`config.mk`:
```
export PLATFORM = sky130hd
export DESIGN_NAME = ppe_top
export DESIGN_NICKNAME = d
export VERILOG_FILES = /design/src/logic/ppe_pkg.sv /design/src/logic/ppe_top.sv
export VERILOG_INCLUDE_DIRS = /design/src /design/src/logic
export SDC_FILE = /design/constraint.sdc
export NUM_CORES = 1
export LEC_CHECK = 0
export BUFFER_PORTS_ARGS = -buffer_cell sky130_fd_sc_hd__clkbuf_2
export CAP_MARGIN = 20
export CORE_MARGIN = 3
export CORE_UTILIZATION = 45
export DETAILED_ROUTE_END_ITERATION = 6
export GPL_ROUTABILITY_DRIVEN = 0
export PLACE_DENSITY = 0.85
export SYNTH_ARGS = -nofsm -noshare
export SYNTH_HDL_FRONTEND = slang
export SYNTH_SLANG_ARGS = --single-unit
```
`constraint.sdc`:
```
create_clock -name pclk -period 4.4 [get_ports pclk]
set_input_delay 0.88 -clock pclk [delete_from_list [all_inputs] [get_ports pclk]]
set_output_delay 0.88 -clock pclk [all_outputs]
set_load 0.05 [all_outputs]
```
`src/logic/ppe_map.svh`:
```
// register offsets, field positions, reset values and masks of the pin-enable block
`ifndef PPE_MAP_SVH
`define PPE_MAP_SVH

`define PPE_OFF_PIN_ENABLE     12'h000
`define PPE_OFF_PORT_CONTROL   12'h004

`define PPE_PIN_ENABLE_MASK    32'h0000_47ff
`define PPE_PIN_ENABLE_RESET   32'h0000_0000
`define PPE_BIT_ADDR14         14
`define PPE_BIT_ALH            1
`define PPE_BIT_ALL            0

`define PPE_CTRL_MASK          32'h0000_000f
`define PPE_CTRL_RESET         32'h0000_0000
`define PPE_CS_FUNC_LSB        0
`define PPE_MUX_MODE_LSB       2

`define PPE_CS_FUNC_CS1        2'h2
`define PPE_MUX_MODE_DEMUX     2'h0

`endif

```
`src/logic/ppe_pkg.sv`:
```
// types shared by the pin-enable block
package ppe_pkg;
	typedef struct packed {
		logic [15:0] addr;
		logic        cs1;
		logic        alh;
		logic        all;
	} ppe_port_drive_t;

	typedef struct packed {
		logic [15:0] value;
		logic [15:0] owned;
	} ppe_pad_t;
endpackage

```
`src/logic/ppe_top.sv`:
```
// pad ownership selector for the parallel master port, with apb register access
`timescale 1ns/1ps
`include "ppe_map.svh"

module ppe_top (
	input  wire logic                     pclk,
	input  wire logic                     presetn,
	input  wire logic                     psel,
	input  wire logic                     penable,
	input  wire logic                     pwrite,
	input  wire logic [11:0]              paddr,
	input  wire logic [31:0]              pwdata,
	output logic      [31:0]              prdata,
	output logic                          pready,
	output logic                          pslverr,
	input  wire ppe_pkg::ppe_port_drive_t port_drive,
	input  wire logic [15:0]              gpio_out,
	output ppe_pkg::ppe_pad_t             pad
);
	logic [31:0]       pin_enable_r;
	logic [31:0]       ctrl_r;
	logic [31:0]       rdata_nxt;
	logic              hit_nxt;
	logic              access;
	logic [1:0]        chip_select_function;
	logic [1:0]        address_data_mux_mode;
	ppe_pkg::ppe_pad_t pad_nxt;

	assign access                = psel && penable && pready;
	assign chip_select_function  = ctrl_r[`PPE_CS_FUNC_LSB +: 2];
	assign address_data_mux_mode = ctrl_r[`PPE_MUX_MODE_LSB +: 2];

	always_comb begin
		rdata_nxt = 32'h0000_0000;
		hit_nxt   = 1'b1;
		if (paddr == `PPE_OFF_PIN_ENABLE) begin
			rdata_nxt = pin_enable_r;
		end else if (paddr == `PPE_OFF_PORT_CONTROL) begin
			rdata_nxt = ctrl_r;
		end else begin
			hit_nxt = 1'b0;
		end
	end

	// answer one cycle after setup: every access completes with no wait state
	always_ff @(posedge pclk or negedge presetn) begin
		if (!presetn) begin
			pready  <= 1'b0;
			prdata  <= 32'h0000_0000;
			pslverr <= 1'b0;
		end else begin
			pready  <= psel && !penable;
			prdata  <= (psel && !penable && !pwrite) ? rdata_nxt : 32'h0000_0000;
			pslverr <= psel && !penable && !hit_nxt;
		end
	end

	// unimplemented positions are masked so they never store and read zero
	always_ff @(posedge pclk or negedge presetn) begin
		if (!presetn) begin
			pin_enable_r <= `PPE_PIN_ENABLE_RESET;
		end else if (access && pwrite && paddr == `PPE_OFF_PIN_ENABLE) begin
			pin_enable_r <= pwdata & `PPE_PIN_ENABLE_MASK;
		end
	end

	always_ff @(posedge pclk or negedge presetn) begin
		if (!presetn) begin
			ctrl_r <= `PPE_CTRL_RESET;
		end else if (access && pwrite && paddr == `PPE_OFF_PORT_CONTROL) begin
			ctrl_r <= pwdata & `PPE_CTRL_MASK;
		end
	end

	always_comb begin
		pad_nxt.owned = pin_enable_r[15:0];
		for (int i = 0; i < 16; i++) begin
			pad_nxt.value[i] = pin_enable_r[i] ? port_drive.addr[i] : gpio_out[i];
		end
		if (pin_enable_r[`PPE_BIT_ADDR14]) begin
			// chip select 1 replaces address 14 only in the selecting mode
			pad_nxt.value[`PPE_BIT_ADDR14] = (chip_select_function == `PPE_CS_FUNC_CS1) ?
				port_drive.cs1 : port_drive.addr[`PPE_BIT_ADDR14];
		end
		if (address_data_mux_mode != `PPE_MUX_MODE_DEMUX) begin
			if (pin_enable_r[`PPE_BIT_ALH]) begin
				pad_nxt.value[`PPE_BIT_ALH] = port_drive.alh;
			end
			if (pin_enable_r[`PPE_BIT_ALL]) begin
				pad_nxt.value[`PPE_BIT_ALL] = port_drive.all;
			end
		end
	end

	// registered pads: ownership follows a write one edge later, glitch free
	always_ff @(posedge pclk or negedge presetn) begin
		if (!presetn) begin
			pad <= '0;
		end else begin
			pad <= pad_nxt;
		end
	end
endmodule

```
## After elaboration in Yosys (flattened, before gate mapping)

Cells that the tools add are included.

- Register bits after elaboration: 78
- Input bits: 84
- Output and inout port bits: 66

- Equality and inequality tests: 2
- Muxes and demuxes: 21
- Reductions and logical operators: 13

Operators by type and width:

| cell | number |
|---|---|
| two-way mux 32 bit | 2 |
| two-way mux 1 bit | 17 |
| equality test 12 x 3 -> 1 bit, second input constant | 1 |
| zero test 12 bit | 1 |
| logical AND 1 bit | 8 |
| two-way mux 4 bit | 1 |
| zero test 1 bit | 3 |
| equality test 2 bit, second input constant | 1 |
| two-way mux 2 bit | 1 |
| nonzero test 2 bit | 1 |

## Depth between registers and ports, before layout

- Depth after elaboration: 5
- Gate-level depth with buffers: 5
- Depth with buffers taken out: 3

## Least setup slack after synthesis

OpenSTA, ideal clock, no wires.

- Path type: input to register
- Start: input port paddr[5]
- End: register pin_enable_r[10]
- Arrival: 2.307 ns
- Required time: 4.272 ns
- Path slack: 1.965 ns
- Stages on the path: 4
- Buffers on the path: 1
- Path through: or4_4 -> nor4_4 -> buf_4 -> mux2_1

- Cells in the longest elaborated chain, start to end: 2

Ends and longest elaborated chain:

| element | RTL line | source |
|---|---|---|
| from (decl) | ppe_top.sv:11 | `input wire logic [11:0] paddr,` |
| zero test 12 bit (no source line) | -- |  |
| logical AND 1 bit (no source line) | -- |  |
| to (signal assigned) | ppe_top.sv:61 | `` pin_enable_r <= `PPE_PIN_ENABLE_RESET; `` |
| to (signal assigned) | ppe_top.sv:63 | `` pin_enable_r <= pwdata & `PPE_PIN_ENABLE_MASK; `` |
| to (decl) | ppe_top.sv:20 | `logic [31:0] pin_enable_r;` |

Every way passes these cells.
A chain may end at the register's enable or synchronous reset.

## Final worst setup path

- Start: input port paddr[5]
- End: register pin_enable_r[8]

The elaborated chain is that of the path after synthesis.

==> results.py <==
metrics = {
    "floorplan": {
        "die_w_um": 77.1,
        "rows": 25,
        "die_y_um": 77.1,
        "die_area_sq_um": 5940,
        "start_util_pct": 47.2,
        "coreArea_sq_um": 4820,
        "ioPinCount": 150,
    },
    "timing": {
        "worst_clock_skew_ns": 0.00283,
        "fin_tns_setup_ns": 0,
        "rsz0062_at_grt": "no",
        "min_period_over_period_pct": 59.1,
        "setup_viol": 0,
        "maxSlewHeadroom_pct": 36.2,
        "setup_slack_ns": 1.80,
        "hold_violations": 0,
        "fin_crit_ns": 2.60,
        "drv_slew": 0,
        "worst_pin_slew_ns": 0.949,
        "fmax_mhz": 384,
    },
    "setup_path": {
        "crit_type": "in2reg",
        "arrival_ns": 2.80,
        "critPathRequiredTime_ns": 4.60,
        "crit_path_max_incr_delay_ns": 0.87,
        "critPathLaunchType": "input port",
        "cp_max_fo": 12,
        "cp_slowest_cell": "nor4_4",
        "path_delay_family": "simple AND/OR/NAND/NOR gates",
        "crit_chain": "clkbuf_2 > or4_4 > nor4_4 > mux2_1",
        "crit_buf_inv": 1,
        "crit_path_end_kind": "register",
    },
    "power": {
        "power.leakage_nw": 1.61,
        "power.density_nw_per_um2": 369,
        "max-vdd-ir-drop_mv": 0.233,
    },
    "clocking": {
        "cts_sinks": 58,
        "cts_tree": "yes",
        "root_buffer": "clkbuf_8",
        "numCtsBuffers": 9,
        "htreeDepth": 3,
        "hold_buffers": 0,
        "clkTransAtPathRegs_ns": 0.06,
        "cts_setup_buffers": 0,
        "clockBufferDepth": 2,
        "cts_resized": 0,
        "worstSkewPairLatency_ns": 0.32,
    },
    "detailed_routing": {
        "postRouteAntennaNets": 0,
        "drc_errors": 0,
        "wirelength_mm": 4.44,
        "via_count": 1532,
        "wl_per_cell_um": 13.0,
        "viasPerCell": 4.49,
        "drt-initial-drc-count": 43,
        "dr.pass1.iters": 4,
    },
    "synthesis": {
        "synth_edf_count": 0,
        "synth_top_area_share_pct": 63.9,
        "syn_area_sq_um": 2270,
        "ys_ff_latch": 58,
        "seq_area_frac_synth_pct": 63.9,
        "synthTopCellsByArea": "dfrtp_1, buf_4, mux2_1, mux2_2, mux2i_1",
        "syn-instance-count": 163,
        "synth_top_cell_by_area": "dfrtp_1",
        "avgSynthCellArea_sq_um": 13.9,
        "synth.distinct_cells": 22,
        "ys.warnings.count": 0,
        "synth_flop_cell": "dfrtp_1",
        "async_flop_share_pct": 100,
    },
    "global_route": {
        "grtUsageTotal_pct": 16.6,
        "grt_max_degree": 59,
        "grt_pass1_wl_mm": 7.35,
        "antenna_found_initial": 0,
        "grt_pass1_vias": 1567,
        "grt-ovfl-total": 0,
    },
    "place": {
        "portBuffers": 101,
        "hpwl_mm": 3.43,
        "place_ws_ns": 1.43,
    },
    "finish": {
        "fin_util_pct": 60.6,
        "syn_to_final_growth_pct": 28.5,
        "n_antenna_cell": 0,
        "drive_above_1_share_pct": 46.0,
        "fin_nets": 356,
    },
    "status": {
        "status": "finished clean",
    },
    "min_path": {
        "hp-class": "reg2reg",
    },
    "job": {
        "maxCapViolations": 0,
    },
}
metrics by stage:
stage	total power [mW]	cell area [sq um]	hold slack (ns)	cells
2_1_floorplan	0.658	2360	0.395	186
3_3_place_gp	0.688	2760	0.412	328
3_5_place_dp	0.691	2760	0.414	328
4_1_cts	1.10	2920	0.426	341
5_1_grt	1.13	2920	0.449	341
6_report	1.08	2920	0.426	341
area by class of cell:
cell class	count	area, sq um
fill	421	1900
sequential	58	1450
multi-input combinational	93	682
timing repair buffer	102	513
clock buffer	13	159
tap	67	83.8
inverter	8	30.0
synth_stat cells (all sizes together) (3+ instances only):
| cell type | number |
|---|---|
| a21oi | 3 |
| buf | 25 |
| dfrtp | 58 |
| inv | 8 |
| mux2 | 25 |
| mux2i | 7 |
| nor2 | 8 |
| nor3 | 9 |
| nor4 | 4 |
| or4 | 3 |
per-layer routing:
layer	global-route usage (%)	wire length [um]	share of wire [%]
met1	18.6	1610	36
met2	28.1	2440	55
met3	5.05	326	7.3
met4	9.61	65	1.5
met5	0	0	0
sequential cells by signal (all words and copies together), names as in the netlist:
| register | count |
|---|---|
| pslverr | 1 |
| pin_enable_r | 12 |
| ctrl_r | 4 |
| prdata | 12 |
| pready | 1 |
| pad | 28 |
cell families after synthesis:
family,share of synthesized area [%]
muxes,15.5
other,0.165
and+or+nand+nor,9.91
DFF,63.9
AOI/OAI and AO/OA,0.661
buffers and inverters,9.91
layout by cell type, fill, tap and decap left out:
cell type,instances
inv_1,8
a21oi_1,3
clkbuf_1,2
nand2b_1,1
or4b_1,1
nor3b_1,1
buf_4,1
nor4_4,2
mux2_2,9
nor2_1,8
or4_1,1
nor3_1,9
nor2b_1,2
nor4_1,2
clkbuf_2,101
conb_1,24
or4_4,2
clkbuf_8,11
mux2i_1,7
dfrtp_1,58
mux2_1,16
nand4_1,2
and2_1,1
nand3_1,2
report_power, final:
group / switching [mW] / internal (mW) / total, mW
Combinational: 0.104 / 0.0317 / 0.135
Sequential: 0.00239 / 0.542 / 0.545
Clock: 0.172 / 0.226 / 0.398
path summary, 6_finish.rpt:
| path | start | to | slack [ns] | cells after the start |
|---|---|---|---|---|
| min reg2reg | pin_enable_r[10]$_DFFE_PN0P_ | pad[10]$_DFF_PN0_ | 0.43 | 0 |
| max in group asynchronous | presetn | pad[19]$_DFF_PN0_ | 3.25 | 2 |
| min in group asynchronous | presetn | pad[28]$_DFF_PN0_ | 0.69 | 2 |
| max reg2reg | pready$_DFF_PN0_ | pin_enable_r[8]$_DFFE_PN0P_ | 2.45 | 3 |
| min | pin_enable_r[10]$_DFFE_PN0P_ | pad[10]$_DFF_PN0_ | 0.43 | 0 |
| max | paddr[5] | pin_enable_r[8]$_DFFE_PN0P_ | 1.80 | 4 |
No activity file was read; power rests on OpenSTA's default activity.
